--- config.mk ---
export PLATFORM = sky130hd
export DESIGN_NAME = pls_bank
export DESIGN_NICKNAME = d
export VERILOG_FILES = /design/src/core/pls_pkg.sv /design/src/core/pls_pulse_gen.sv /design/src/core/pls_bank.sv
export SDC_FILE = /design/constraint.sdc
export NUM_CORES = 1
export LEC_CHECK = 0
export BUFFER_PORTS_ARGS = -buffer_cell sky130_fd_sc_hd__buf_2
export CORE_UTILIZATION = 62
export DETAILED_ROUTE_END_ITERATION = 8
export PLACE_DENSITY = 0.81
export SYNTH_ARGS = -nofsm -noshare
export SYNTH_HDL_FRONTEND = slang
export SYNTH_HIERARCHICAL = 1
export SYNTH_SLANG_ARGS = --single-unit
--- constraint.sdc ---
create_clock -name mclk -period 14.9 [get_ports mclk]
set_clock_uncertainty 0.2 [all_clocks]
set_input_delay 4.47 -clock mclk [delete_from_list [all_inputs] [get_ports mclk]]
set_output_delay 4.47 -clock mclk [all_outputs]
set_load 0.01 [all_outputs]
--- src/core/pls_pkg.sv ---
// package: register map, field layout, reset values and timing counts for the pulse/config bank
package pls_pkg;
  // clock and timing
  localparam int unsigned CLK_HZ           = 40000000;  // mclk rate
  localparam int unsigned PULSE_DEF_MS     = 80;        // default active-low pulse width
  localparam int unsigned SETTLE_MS_C0     = 64;        // settle code 0
  localparam int unsigned SETTLE_MS_C1     = 128;       // settle code 1
  localparam int unsigned SETTLE_MS_C2     = 256;       // settle code 2
  localparam int unsigned PULSE_DEF_CYC    = PULSE_DEF_MS * (CLK_HZ / 1000);
  localparam int unsigned SETTLE_C0_CYC    = SETTLE_MS_C0 * (CLK_HZ / 1000);
  localparam int unsigned SETTLE_C1_CYC    = SETTLE_MS_C1 * (CLK_HZ / 1000);
  localparam int unsigned SETTLE_C2_CYC    = SETTLE_MS_C2 * (CLK_HZ / 1000);
  localparam int unsigned CNT_W            = 24;        // wide enough for 256 ms

  // register addresses (spi word addresses)
  localparam logic [11:0] ADDR_PULSE_LT    = 12'h425;   // pulse_low_time_config
  localparam logic [11:0] ADDR_TEMP_TRIM   = 12'h471;   // temperature_trim
  localparam logic [11:0] ADDR_GEN_CFG1    = 12'h481;   // general_config_one

  // pulse_low_time_config fields
  localparam int unsigned LT_B_OVR_BIT     = 20;
  localparam int unsigned LT_A_OVR_BIT     = 19;
  localparam int unsigned LT_CNT_W         = 19;
  localparam logic [31:0] LT_RST           = 32'h0000_0000;
  localparam logic [31:0] LT_WMASK         = 32'h001f_ffff;

  // general_config_one fields
  localparam int unsigned C1_EXTERNAL_REFERENCE_SELECT_BIT   = 15;
  localparam int unsigned C1_IRQ_MODE_BIT  = 14;
  localparam int unsigned C1_BURST_BIT     = 11;
  localparam int unsigned C1_SETTLE_LSB    = 8;
  localparam int unsigned C1_ACC_CLR_BIT   = 5;
  localparam logic [15:0] C1_RST           = 16'h0300;
  localparam logic [15:0] C1_WMASK         = 16'hcb00;  // stored bits only: 15, 14, 11, 9:8

  // spi framing
  localparam int unsigned CMD_BITS         = 16;
  localparam int unsigned CMD_RD_BIT       = 3;
  localparam int unsigned CRC_BITS         = 16;
  localparam logic [15:0] CRC_POLY         = 16'h1021;
  localparam logic [15:0] CRC_INIT         = 16'hffff;

  // spi state machine
  typedef enum logic [1:0] {
    SPI_CMD  = 2'b00,
    SPI_DATA = 2'b01,
    SPI_CRC  = 2'b10,
    SPI_DONE = 2'b11
  } pls_spi_state_type;
endpackage

--- src/core/pls_pulse_gen.sv ---
// one energy pulse output: active-low stretcher with fixed, half-period or programmable width
`timescale 1ns/10ps
module pls_pulse_gen
  import pls_pkg::*;
#(
  parameter int unsigned DEF_CYC = PULSE_DEF_CYC  // default low time in mclk cycles
) (
  input  wire logic                mclk,       // clock
  input  wire logic                rst,        // async reset, active high
  input  wire logic                fire,       // one-cycle pulse request
  input  wire logic                override,   // use programmed width
  input  wire logic [LT_CNT_W-1:0] low_count,  // programmed width in cycles
  output logic                     pin_n_q     // active-low pulse output
);
  logic [CNT_W-1:0] width_q;   // cycles left low
  logic [CNT_W-1:0] period_q;  // cycles since last request, saturating
  logic [CNT_W-1:0] def_w;     // default width for this request

  // fixed 80 ms below 6.25 Hz, else half the last period keeps the output toggling
  always_comb begin
    if (period_q >= CNT_W'(2 * DEF_CYC)) begin
      def_w = CNT_W'(DEF_CYC);
    end else begin
      def_w = {1'b0, period_q[CNT_W-1:1]};
    end
  end

  // period measurement between requests
  always_ff @(posedge mclk or posedge rst) begin
    if (rst) begin
      period_q <= '1;
    end else if (fire) begin
      period_q <= '0;
    end else if (period_q != '1) begin
      period_q <= period_q + CNT_W'(1);
    end
  end

  // low-time counter; a new request restarts the width
  always_ff @(posedge mclk or posedge rst) begin
    if (rst) begin
      width_q <= '0;
      pin_n_q <= 1'b1;
    end else if (fire) begin
      if (override) begin
        width_q <= (low_count == '0) ? CNT_W'(1) : CNT_W'(low_count);
      end else begin
        width_q <= (def_w == '0) ? CNT_W'(1) : def_w;
      end
      pin_n_q <= 1'b0;
    end else if (width_q > CNT_W'(1)) begin
      width_q <= width_q - CNT_W'(1);
    end else begin
      width_q <= '0;
      pin_n_q <= 1'b1;
    end
  end
endmodule  // pls_pulse_gen

--- src/core/pls_bank.sv ---
// top: spi register bank, pulse outputs, settle gate and sag/surge interrupt style
`timescale 1ns/10ps
module pls_bank
  import pls_pkg::*;
#(
  parameter int unsigned PULSE_CYC = PULSE_DEF_CYC,  // default pulse low time
  parameter int unsigned SET0_CYC  = SETTLE_C0_CYC,  // settle code 0
  parameter int unsigned SET1_CYC  = SETTLE_C1_CYC,  // settle code 1
  parameter int unsigned SET2_CYC  = SETTLE_C2_CYC   // settle code 2
) (
  input  wire logic        mclk,                 // 40 mhz clock
  input  wire logic        rst,                  // async reset, active high
  input  wire logic        spi_sclk,             // spi clock pin
  input  wire logic        spi_ss_n,             // spi select, active low
  input  wire logic        spi_mosi,             // spi data in
  output logic             spi_miso,             // spi data out
  output logic             spi_miso_oe,          // miso drive enable
  input  wire logic [31:0] temp_trim_fuse,       // factory trim word
  input  wire logic        metering_restart,     // pulse: restart settling
  input  wire logic [23:0] energy_a_val,         // energy increment a
  input  wire logic [23:0] energy_b_val,         // energy increment b
  input  wire logic        energy_valid,         // pulse: increments valid
  input  wire logic [15:0] pulse_divider_count,  // quanta per output pulse
  input  wire logic        line_cycle,           // pulse: one line cycle
  input  wire logic        sag_active,           // sag condition level
  input  wire logic        surge_active,         // surge condition level
  input  wire logic [15:0] sag_cycle_count,      // repeat period for sag
  input  wire logic [15:0] surge_cycle_count,    // repeat period for surge
  output logic             energy_pulse_out_a_n, // pulse output a, active low
  output logic             energy_pulse_out_b_n, // pulse output b, active low
  output logic             external_reference_select, // reference select level
  output logic             sag_irq,              // pulse: sag interrupt
  output logic             surge_irq,            // pulse: surge interrupt
  output logic             accum_enabled         // accumulation running
);
  // ---------------- registers ----------------
  logic [31:0] lt_cfg_q;     // pulse_low_time_config
  logic [31:0] trim_q;       // temperature_trim copy
  logic [15:0] cfg1_q;       // general_config_one stored bits
  logic        acc_clr_q;    // pulse_accum_clear, self clearing
  logic        wr_en;        // write strobe from spi
  logic [11:0] wr_addr;      // write address
  logic [31:0] wr_data;      // write data

  // ---------------- spi pin synchronisers ----------------
  logic [1:0] sclk_s, ss_s, mosi_s;  // two-flop chains
  logic       sclk_d;                // delayed synced clock
  logic       rise, fall, sel;

  always_ff @(posedge mclk or posedge rst) begin
    if (rst) begin
      sclk_s <= 2'b11;
      ss_s   <= 2'b11;
      mosi_s <= 2'b00;
      sclk_d <= 1'b1;
    end else begin
      sclk_s <= {sclk_s[0], spi_sclk};
      ss_s   <= {ss_s[0], spi_ss_n};
      mosi_s <= {mosi_s[0], spi_mosi};
      sclk_d <= sclk_s[1];
    end
  end
  assign sel  = ~ss_s[1];
  assign rise = sel & sclk_s[1] & ~sclk_d;  // host sampling edge
  assign fall = sel & ~sclk_s[1] & sclk_d;  // our launch edge

  // ---------------- read mux ----------------
  // reserved bits come back zero through the masks
  function automatic logic [31:0] rd_word(input logic [11:0] a);
    case (a)
      ADDR_PULSE_LT:  rd_word = lt_cfg_q & LT_WMASK;
      ADDR_TEMP_TRIM: rd_word = trim_q;
      ADDR_GEN_CFG1:  rd_word = {cfg1_q & C1_WMASK, 16'h0000};
      default:        rd_word = 32'h0000_0000;
    endcase
  endfunction

  // word length: config one is 16 bits, the rest 32
  function automatic logic [5:0] len_of(input logic [11:0] a);
    len_of = (a == ADDR_GEN_CFG1) ? 6'd16 : 6'd32;
  endfunction

  // ---------------- spi engine ----------------
  pls_spi_state_type st_q;
  logic [31:0] in_q;       // receive shifter
  logic [31:0] out_q;      // transmit shifter, msb first
  logic [5:0]  cnt_q;      // bits in current field
  logic [11:0] addr_q;     // current address
  logic        rd_q;       // current frame is a read
  logic [15:0] crc_q;      // crc over sent data bits
  logic [31:0] in_next;

  assign in_next = {in_q[30:0], mosi_s[1]};

  // frame sequencing on host sampling edges; select high aborts the frame
  always_ff @(posedge mclk or posedge rst) begin
    if (rst) begin
      st_q   <= SPI_CMD;
      in_q   <= '0;
      cnt_q  <= '0;
      addr_q <= '0;
      rd_q   <= 1'b0;
    end else if (!sel) begin
      st_q  <= SPI_CMD;
      cnt_q <= '0;
    end else if (rise) begin
      in_q  <= in_next;
      cnt_q <= cnt_q + 6'd1;
      case (st_q)
        SPI_CMD: begin
          if (cnt_q == 6'(CMD_BITS - 1)) begin
            addr_q <= in_next[15:4];
            rd_q   <= in_next[CMD_RD_BIT];
            st_q   <= SPI_DATA;
            cnt_q  <= '0;
          end
        end
        SPI_DATA: begin
          if (cnt_q == len_of(addr_q) - 6'd1) begin
            cnt_q <= '0;
            if (!rd_q) begin
              st_q <= SPI_DONE;  // one word per write frame
            end else if (cfg1_q[C1_BURST_BIT]) begin
              addr_q <= addr_q + 12'd1;
            end else begin
              st_q <= SPI_CRC;
            end
          end
        end
        SPI_CRC: begin
          if (cnt_q == 6'(CRC_BITS - 1)) begin
            st_q <= SPI_DONE;
          end
        end
        default: st_q <= SPI_DONE;  // extra clocks ignored
      endcase
    end
  end

  // write strobe when a write word completes
  always_comb begin
    wr_en   = rise && st_q == SPI_DATA && !rd_q && cnt_q == len_of(addr_q) - 6'd1;
    wr_addr = addr_q;
    wr_data = in_next;
  end

  // transmit shifter: loaded on the sampling edge, bits launched on falling edges
  always_ff @(posedge mclk or posedge rst) begin
    if (rst) begin
      out_q       <= '0;
      crc_q       <= CRC_INIT;
      spi_miso    <= 1'b0;
      spi_miso_oe <= 1'b0;
    end else begin
      spi_miso_oe <= sel;
      if (!sel) begin
        out_q    <= '0;
        spi_miso <= 1'b0;
      end else if (rise && rd_q && st_q == SPI_DATA
                   && cnt_q == len_of(addr_q) - 6'd1) begin
        if (cfg1_q[C1_BURST_BIT]) begin
          out_q <= rd_word(addr_q + 12'd1);  // next word, no crc
          crc_q <= CRC_INIT;
        end else begin
          out_q <= {crc_q, 16'h0000};  // crc trails the word
        end
      end else if (rise && st_q == SPI_CMD && cnt_q == 6'(CMD_BITS - 1)) begin
        out_q <= in_next[CMD_RD_BIT] ? rd_word(in_next[15:4]) : 32'h0000_0000;
        crc_q <= CRC_INIT;
      end else if (fall) begin
        spi_miso <= out_q[31];
        out_q    <= {out_q[30:0], 1'b0};
        if (st_q == SPI_DATA && rd_q) begin
          crc_q <= {crc_q[14:0], 1'b0} ^ ((crc_q[15] ^ out_q[31]) ? CRC_POLY : 16'h0000);
        end
      end
    end
  end

  // ---------------- register writes ----------------
  // pulse width configuration
  always_ff @(posedge mclk or posedge rst) begin
    if (rst) begin
      lt_cfg_q <= LT_RST;
    end else if (wr_en && wr_addr == ADDR_PULSE_LT) begin
      lt_cfg_q <= wr_data & LT_WMASK;
    end
  end

  // general config; the clear bit is a one-cycle strobe, never stored
  always_ff @(posedge mclk or posedge rst) begin
    if (rst) begin
      cfg1_q    <= C1_RST;
      acc_clr_q <= 1'b0;
    end else begin
      acc_clr_q <= wr_en && wr_addr == ADDR_GEN_CFG1 && wr_data[C1_ACC_CLR_BIT];
      if (wr_en && wr_addr == ADDR_GEN_CFG1) begin
        cfg1_q <= wr_data[15:0] & C1_WMASK;
      end
    end
  end

  // trim follows the fuse word; software cannot write it
  always_ff @(posedge mclk or posedge rst) begin
    if (rst) begin
      trim_q <= '0;
    end else begin
      trim_q <= temp_trim_fuse;
    end
  end

  // reference select is a plain level for the analog side
  always_ff @(posedge mclk or posedge rst) begin
    if (rst) begin
      external_reference_select <= 1'b0;
    end else begin
      external_reference_select <= cfg1_q[C1_EXTERNAL_REFERENCE_SELECT_BIT];
    end
  end

  // ---------------- settle gate ----------------
  logic [CNT_W-1:0] settle_q;  // cycles left before accumulation
  logic [1:0]       set_code;
  assign set_code = cfg1_q[C1_SETTLE_LSB +: 2];

  always_ff @(posedge mclk or posedge rst) begin
    if (rst) begin
      settle_q      <= '0;  // reset code 3 means no wait
      accum_enabled <= 1'b0;
    end else begin
      if (metering_restart || acc_clr_q) begin
        case (set_code)
          2'b00:   settle_q <= CNT_W'(SET0_CYC);
          2'b01:   settle_q <= CNT_W'(SET1_CYC);
          2'b10:   settle_q <= CNT_W'(SET2_CYC);
          default: settle_q <= '0;
        endcase
      end else if (settle_q != '0) begin
        settle_q <= settle_q - CNT_W'(1);
      end
      accum_enabled <= (settle_q == '0) && !metering_restart && !acc_clr_q;
    end
  end

  // ---------------- digital-to-frequency conversion ----------------
  logic [24:0] acc_q [2];   // energy accumulators, carry out = one quantum
  logic [15:0] div_q [2];   // divider counters
  logic [1:0]  fire_q;      // pulse requests to the stretchers
  logic [23:0] inc  [2];
  logic [1:0]  ovr;
  assign inc[0] = energy_a_val;
  assign inc[1] = energy_b_val;
  assign ovr    = {lt_cfg_q[LT_B_OVR_BIT], lt_cfg_q[LT_A_OVR_BIT]};

  for (genvar i = 0; i < 2; i++) begin : g_ch
    logic [24:0] sum;
    assign sum = {1'b0, acc_q[i][23:0]} + {1'b0, inc[i]};

    // accumulate and divide; clear wins over everything
    always_ff @(posedge mclk or posedge rst) begin
      if (rst) begin
        acc_q[i]  <= '0;
        div_q[i]  <= '0;
        fire_q[i] <= 1'b0;
      end else begin
        fire_q[i] <= 1'b0;
        if (acc_clr_q) begin
          acc_q[i] <= '0;
          div_q[i] <= '0;
        end else if (energy_valid && accum_enabled) begin
          acc_q[i] <= {1'b0, sum[23:0]};
          if (sum[24]) begin
            if (div_q[i] + 16'd1 >= pulse_divider_count) begin
              div_q[i]  <= '0;
              fire_q[i] <= 1'b1;
            end else begin
              div_q[i] <= div_q[i] + 16'd1;
            end
          end
        end
      end
    end
  end

  pls_pulse_gen #(.DEF_CYC(PULSE_CYC)) u_pulse_a (
    .mclk      (mclk),
    .rst       (rst),
    .fire      (fire_q[0]),
    .override  (ovr[0]),
    .low_count (lt_cfg_q[LT_CNT_W-1:0]),
    .pin_n_q   (energy_pulse_out_a_n)
  );

  pls_pulse_gen #(.DEF_CYC(PULSE_CYC)) u_pulse_b (
    .mclk      (mclk),
    .rst       (rst),
    .fire      (fire_q[1]),
    .override  (ovr[1]),
    .low_count (lt_cfg_q[LT_CNT_W-1:0]),
    .pin_n_q   (energy_pulse_out_b_n)
  );

  // ---------------- sag / surge interrupt style ----------------
  logic [1:0]  cond, cond_d;  // current and last condition level
  logic [15:0] cyc_q [2];     // line cycles since last interrupt
  logic [15:0] per  [2];
  logic [1:0]  irq_q;
  assign cond   = {surge_active, sag_active};
  assign per[0] = sag_cycle_count;
  assign per[1] = surge_cycle_count;

  // style 0 repeats while the condition lasts; style 1 marks entry and exit only
  for (genvar j = 0; j < 2; j++) begin : g_irq
    always_ff @(posedge mclk or posedge rst) begin
      if (rst) begin
        cond_d[j] <= 1'b0;
        cyc_q[j]  <= '0;
        irq_q[j]  <= 1'b0;
      end else begin
        cond_d[j] <= cond[j];
        irq_q[j]  <= 1'b0;
        if (cfg1_q[C1_IRQ_MODE_BIT]) begin
          irq_q[j] <= cond[j] ^ cond_d[j];
          cyc_q[j] <= '0;
        end else if (!cond[j]) begin
          cyc_q[j] <= '0;
        end else if (line_cycle) begin
          if (cyc_q[j] + 16'd1 >= per[j]) begin
            cyc_q[j] <= '0;
            irq_q[j] <= 1'b1;
          end else begin
            cyc_q[j] <= cyc_q[j] + 16'd1;
          end
        end
      end
    end
  end
  assign sag_irq   = irq_q[0];
  assign surge_irq = irq_q[1];
endmodule  // pls_bank

======== After elaboration in Yosys (flattened, before gate mapping) ========
Cells that the tools add are included.
word-level totals
  output and inout bits ................... 8
  word-level logic and storage cells ...... 243
  register bits ........................... 399
  input bits .............................. 138
cells by class
  reductions and logical operators ........ 46
  bitwise operators ....................... 11
  muxes and demuxes ....................... 95
  equality and inequality tests ........... 31
  add/subtract/negate cells ............... 14
  magnitude comparators ................... 8
operator list
  kind                                                   number
  2-to-1 mux 24 bit                                      16
  2-to-1 mux 16 bit                                      21
  2-to-1 mux 32 bit                                      6
  case mux 32 bit (3 select lines)                       2
  equality test 12 x 11 -> 1 bit, second input constant  8
  2-to-1 mux 23 bit                                      4
  zero test 24 bit                                       3
  case mux 24 bit (3 select lines)                       1
  subtractor 24 x 1 -> 24 bit, second input constant     3
  adder 16 x 1 -> 16 bit, second input constant          4
  >= comparator 16 bit                                   4
  adder 24 x 24 -> 25 bit                                2
  adder 24 x 1 -> 24 bit, second input constant          2
  >= comparator 24 x 23 -> 1 bit, second input constant  2
  > comparator 24 x 1 -> 1 bit, second input constant    2
  2-to-1 mux 12 bit                                      4
  inequality test 24 bit, second input constant          2
  2-to-1 mux 6 bit                                       5
  2-to-1 mux 1 bit                                       24
  case mux 12 bit (2 select lines)                       1
  nonzero test 24 bit                                    1
  zero test 19 bit                                       1
  2-to-1 mux 19 bit                                      1
  inequality test 2 bit, second input constant           9
  other kinds (30)                                       77

======== Logic depth before layout (Yosys ltp) ========
  depth in word-level cells ............... 8
  mapped depth ............................ 18
  mapped depth without buffers ............ 17

======== By module ========
Netlist, hierarchy kept.
by module, submodules not included
  module                      cells an instance  times used  seq. area each (um^2)  area an instance (um^2)
  pls_bank                    2,018              1           7,561.0                18,205.0
  pls_pulse_gen at u_pulse_b  334                1           1,257.5                3,080.5
  pls_pulse_gen at u_pulse_a  321                1           1,257.5                2,932.8

======== Worst setup path after synthesis ========
OpenSTA, ideal clock, no wires.
  kind .................................... input-to-reg
  start point ............................. input port energy_b_val[0]
  end point ............................... register div_q[0] (netlist name)
  path slack .............................. 7,415 ps
  library setup time ...................... 125 ps
  arrival time ............................ 7,161 ps
  buffers on the path ..................... 1
  cell stages on the path ................. 11
  data required time ...................... 14,575 ps
  path through ............................ ha_1 > fa_1 > a211oi_1 > nor3_1 > o21ai_0 > a31oi_1 > a221o_1 > a211oi_1 > buf_2 > nor3_1 > mux2_2
between the ends
  longest elaborated chain between the ends .. 3
ends and longest elaborated chain
  what                            RTL line         RTL
  start: declaration              pls_bank.sv:21   input wire logic [23:0] energy_b_val,
  adder 24 x 24 -> 25 bit         pls_bank.sv:257  assign sum = {1'b0, acc_q[i][23:0]} + {1'b0, inc[i]};
  nonzero test 2 bit (no line)    n/a
  AND reduction 2 bit (no line)   n/a
  end signal: indexed assignment  pls_bank.sv:277  div_q[i] <= div_q[i] + 16'd1;
  end: declaration                pls_bank.sv:247  logic [15:0] div_q [2];
No other way between the ends.
A chain may end at the register's enable or synchronous reset.

======== Worst setup path in the final report ========
  start point ............................. input port energy_a_val[0]
  end point ............................... register div_q[23] (netlist name)
between the ends
  longest elaborated chain between the ends .. 3
ends and longest elaborated chain
  what                           RTL line         RTL
  start: declaration             pls_bank.sv:20   input wire logic [23:0] energy_a_val,
  adder 24 x 24 -> 25 bit        pls_bank.sv:257
  nonzero test 2 bit (no line)   n/a
  AND reduction 2 bit (no line)  n/a
No other way between the ends.

==> metrics.log <==
INFO  metric worst_ep_required_time = 15.21 ns
INFO  metric floorplan.die.height = 200 microns
INFO  metric fin_crit_sh = 51.0%
INFO  metric cts-hold-fix-buffers = 0
INFO  metric post-dp-hpwl = 40800 microns
INFO  metric dpl_worst_slack = 6.80 ns
INFO  metric syn_avg_cell_area = 9.06 sq um
INFO  metric cts_post_setup_buffers_inserted = 0
INFO  metric synth-seq-cells = 399
INFO  metric post-route-worst-setup-slack = 7.30 ns
INFO  metric area_of_the_multi_input_gates = 13300 sq um
INFO  metric gr-usage-all-layers = 30.7%
INFO  metric number_of_cells_upsized_or_downsized_after_cts = 0
INFO  metric worst_ep_arrival_time = 7.91 ns
INFO  metric hold_class = register to register
INFO  metric final_hold_violating_endpoints = 0
INFO  metric antenna_found_initial = 0
INFO  metric max-cap-violations = 0
INFO  metric comb_power_share = 11.9%
INFO  metric timing_max_transition_violations_final = 0
INFO  metric post_synth_instance_area = 24200 sq um
INFO  metric tritoncts_num_sinks = 399
INFO  metric grt_max_degree = 158
INFO  metric cts_tree = done
INFO  metric cellLeakagePower = 12.4 nW
INFO  metric source_to_sink_clock_delay_at_the_later_pin_of_the_worst_skew_pair = 0.59 ns
INFO  metric die_w = 200 microns
INFO  metric net-switching-power = 707 uW
INFO  metric synthFlopType = sky130_fd_sc_hd__dfrtp_1
INFO  metric sequential_share_of_power = 45.4%
INFO  metric areaGrowthSynthToFinish = 10.7%
INFO  metric finalCriticalPeriod = 7.60 ns
INFO  metric drt-wirelength-per-cell = 18.2 microns
INFO  metric synth.top_cells.by_area = sky130_fd_sc_hd__dfrtp_1, sky130_fd_sc_hd__dfstp_2, sky130_fd_sc_hd__ha_1, sky130_fd_sc_hd__nand2_1, sky130_fd_sc_hd__a21oi_1
INFO  metric coreArea = 38600 sq um
INFO  metric critical_path.startpoint_type = input port
INFO  metric cts.reportedPaths.clkPinSlew = 0.06 ns
INFO  metric cts-htree-levels = 2
INFO  metric status = finished clean
INFO  metric power.density_cell_area = 99.2 nW/um^2
INFO  metric finalSetupTns = 0 ns
INFO  metric setup_viol = 0
INFO  metric start_util = 62.8%
INFO  metric dr.pass1.iters = 6
INFO  metric synth-warning-count = 6
INFO  metric io_buffer_count = 145
INFO  metric grt_pass1_wl = 99800 microns
INFO  metric cts.root.buffer_cell = sky130_fd_sc_hd__clkbuf_16
INFO  metric drt_drc_violations_left = 0
INFO  metric gr-total-overflow = 0
INFO  metric worst-slew-pin-transition = 1.33 ns
INFO  metric clock_power_share = 42.7%
INFO  metric slew-limit-headroom = 10.4%
INFO  metric yosysUniqueCellTypes = 98
INFO  metric syn_inst = 2673
INFO  metric reg2reg_slack = 10.28 ns
INFO  metric grt_setup_unrepaired = no
INFO  metric first_iter_violations = 1997
INFO  metric p_int = 1.95 mW
INFO  metric synth_sequential_area_ratio = 41.6%
INFO  metric routed-via-count = 21100
INFO  metric regArea = 10100 sq um
INFO  metric cp_max_fo = 10
INFO  metric crit_path_end_kind = register
INFO  metric critPathKind = input port to register
INFO  metric post-synth-top-area-cell = sky130_fd_sc_hd__dfrtp_1
INFO  metric place_congestion = 0.907
INFO  metric avgViaCountPerCell = 6.34
INFO  metric num_io_pins = 146
INFO  metric die-area = 39900 sq um
INFO  metric grt_pass1_vias = 20300
INFO  metric syn_nets = 2947
INFO  metric synth.top_cell.area_share = 33.7%
INFO  metric cts_buffer_depth = 3
INFO  metric fin_total_pwr = 2.66 mW
INFO  metric worst_ir_drop_vdd = 0.103 mV
INFO  metric achievable_clock_frequency = 0.132 GHz
INFO  metric power.switching_fraction = 26.6%
INFO  metric cts_buffers = 45
INFO  metric postRouteAntennaNets = 0
INFO  metric postSynth.asyncResetShare = 100%
INFO  metric post_route_cells_drive_above_1_share = 14.2%
INFO  metric n_fill_cell = 3003
INFO  metric rows = 72
INFO  metric finalWirelength = 60500 microns
INFO  metric synth-edff-count = 0
INFO  metric final_net_count = 3041
## final timing paths
kind                                  from   endpoint  cells after the start
max                        energy_a_val[0]  div_q[23]                     11
min                              mosi_s[0]  mosi_s[1]                      0
max reg2reg                      div_q[16]  div_q[18]                     17
min reg2reg                      mosi_s[0]  mosi_s[1]                      0
max in group asynchronous              rst  acc_q[45]                      3
min in group asynchronous              rst  mosi_s[1]                      2
## stage by stage
| step | area [sq um] | std cells | hold slack (ns) | util (%) |
|---|---|---|---|---|
| after global placement | 25300 | 3238 | 0.148 | 65.6 |
| after detailed placement | 25300 | 3238 | 0.150 | 65.6 |
| after global routing | 26800 | 3322 | 0.138 | 69.6 |
| after CTS | 26800 | 3322 | 0.137 | 69.6 |
| after floorplan | 24200 | 2673 | 0.131 | - |
| final | 26800 | 3323 | 0.122 | 69.6 |
## cell families (layout without fill, tap and decap cells)
family	after synthesis	in the layout	share of synthesized area (%)
and+or+nand+nor	1029	1029	21.4
other	0	1	0
adders and majority gates	136	136	7.09
AOI/OAI and AO/OA	689	689	18.8
DFF	399	399	41.6
buffers and inverters	226	357	3.79
muxes	34	34	1.56
xor gates and xnor gates	160	160	5.79
## routing by layer
layer	part of all wire (%)	vias to the layer above	GRT usage [%]	routed length [microns]
li1	-	9950	-	-
met1	41	10200	40.1	25000
met2	49	769	51.6	29600
met3	6.4	155	4.49	3900
met4	3.3	0	11.9	2000
met5	0	-	0	0
## critical path: stages
cell	delay (ns)
sky130_fd_sc_hd__buf_2	0.10
sky130_fd_sc_hd__ha_1	0.23
sky130_fd_sc_hd__fa_1	0.43
sky130_fd_sc_hd__a211oi_1	0.44
sky130_fd_sc_hd__o21a_1	0.20
sky130_fd_sc_hd__o31ai_1	0.10
sky130_fd_sc_hd__a31oi_1	0.31
sky130_fd_sc_hd__o21ai_1	0.25
sky130_fd_sc_hd__a211oi_1	0.93
sky130_fd_sc_hd__o21ai_0	0.25
sky130_fd_sc_hd__o22ai_1	0.19
## cells in the final DEF (no fill, tap or decap), drive strengths merged, types with 50 or more instances in the layout
master  netlist  layout
nor2        219     219
a22oi        51      51
and3         52      52
clkbuf       88      64
inv         106     108
nand2       334     334
xor2         70      70
buf          32     167
dfrtp       326     326
o21ai       142     142
a21o         50      50
nand3        92      92
ha          134     134
nor3         52      52
dfstp        73      73
xnor2        90      90
nor4         50      50
a21oi       187     187
## Yosys cell counts (all sizes together), types with 10 or more instances
master and number:
o22ai 19, and3 52, o21ai 142, o21bai 12, a21o 50, o221ai 13, dfrtp 326, xnor2 90
nand2 334, dfstp 73, or2 11, a211oi 27, a21oi 187, nor4b 24, a22oi 51, or4 20
or3 27, nand4 37, nor4 50, mux2 30, buf 32, xor2 70, and2 14, and4 13
a2111oi 10, nor2b 18, o211ai 15, clkbuf 88, a221oi 25, nand2b 30, a31oi 25, nor3 52
inv 106, a221o 36, ha 134, nor2 219, o31ai 20, nand3 92, a22o 11
## state kept, by name, summed over array words and instances, names as in the netlist, 20 cells and up
signal,flops
cyc_q,32
lt_cfg_q,21
u_pulse_b/width_q,24
div_q,32
acc_q,48
u_pulse_a/width_q,24
u_pulse_a/period_q,24
out_q,32
trim_q,32
settle_q,24
in_q,20
u_pulse_b/period_q,24
## final cells by class
cell class / count / share of cell area (%)
well taps: 518 / 2.42
repair buffers: 167 / 3.37
flip-flops and latches: 399 / 37.6
multi-input cells: 2048 / 49.4
inverters: 106 / 1.51
clock inverters: 20 / 0.816
diodes: 1 / 0.00933
clock buffers: 64 / 4.88
## power groups by stage
stage | Combinational (mW) | Clock [mW] | Sequential [mW]
2_1_floorplan | 0.238 | 0 | 1.21
5_1_grt | 0.355 | 1.20 | 1.22
6_report | 0.315 | 1.14 | 1.21
4_1_cts | 0.315 | 1.15 | 1.21
3_3_place_gp | 0.297 | 0 | 1.22
3_5_place_dp | 0.310 | 0 | 1.22
Power figures use the tool's default switching activity.
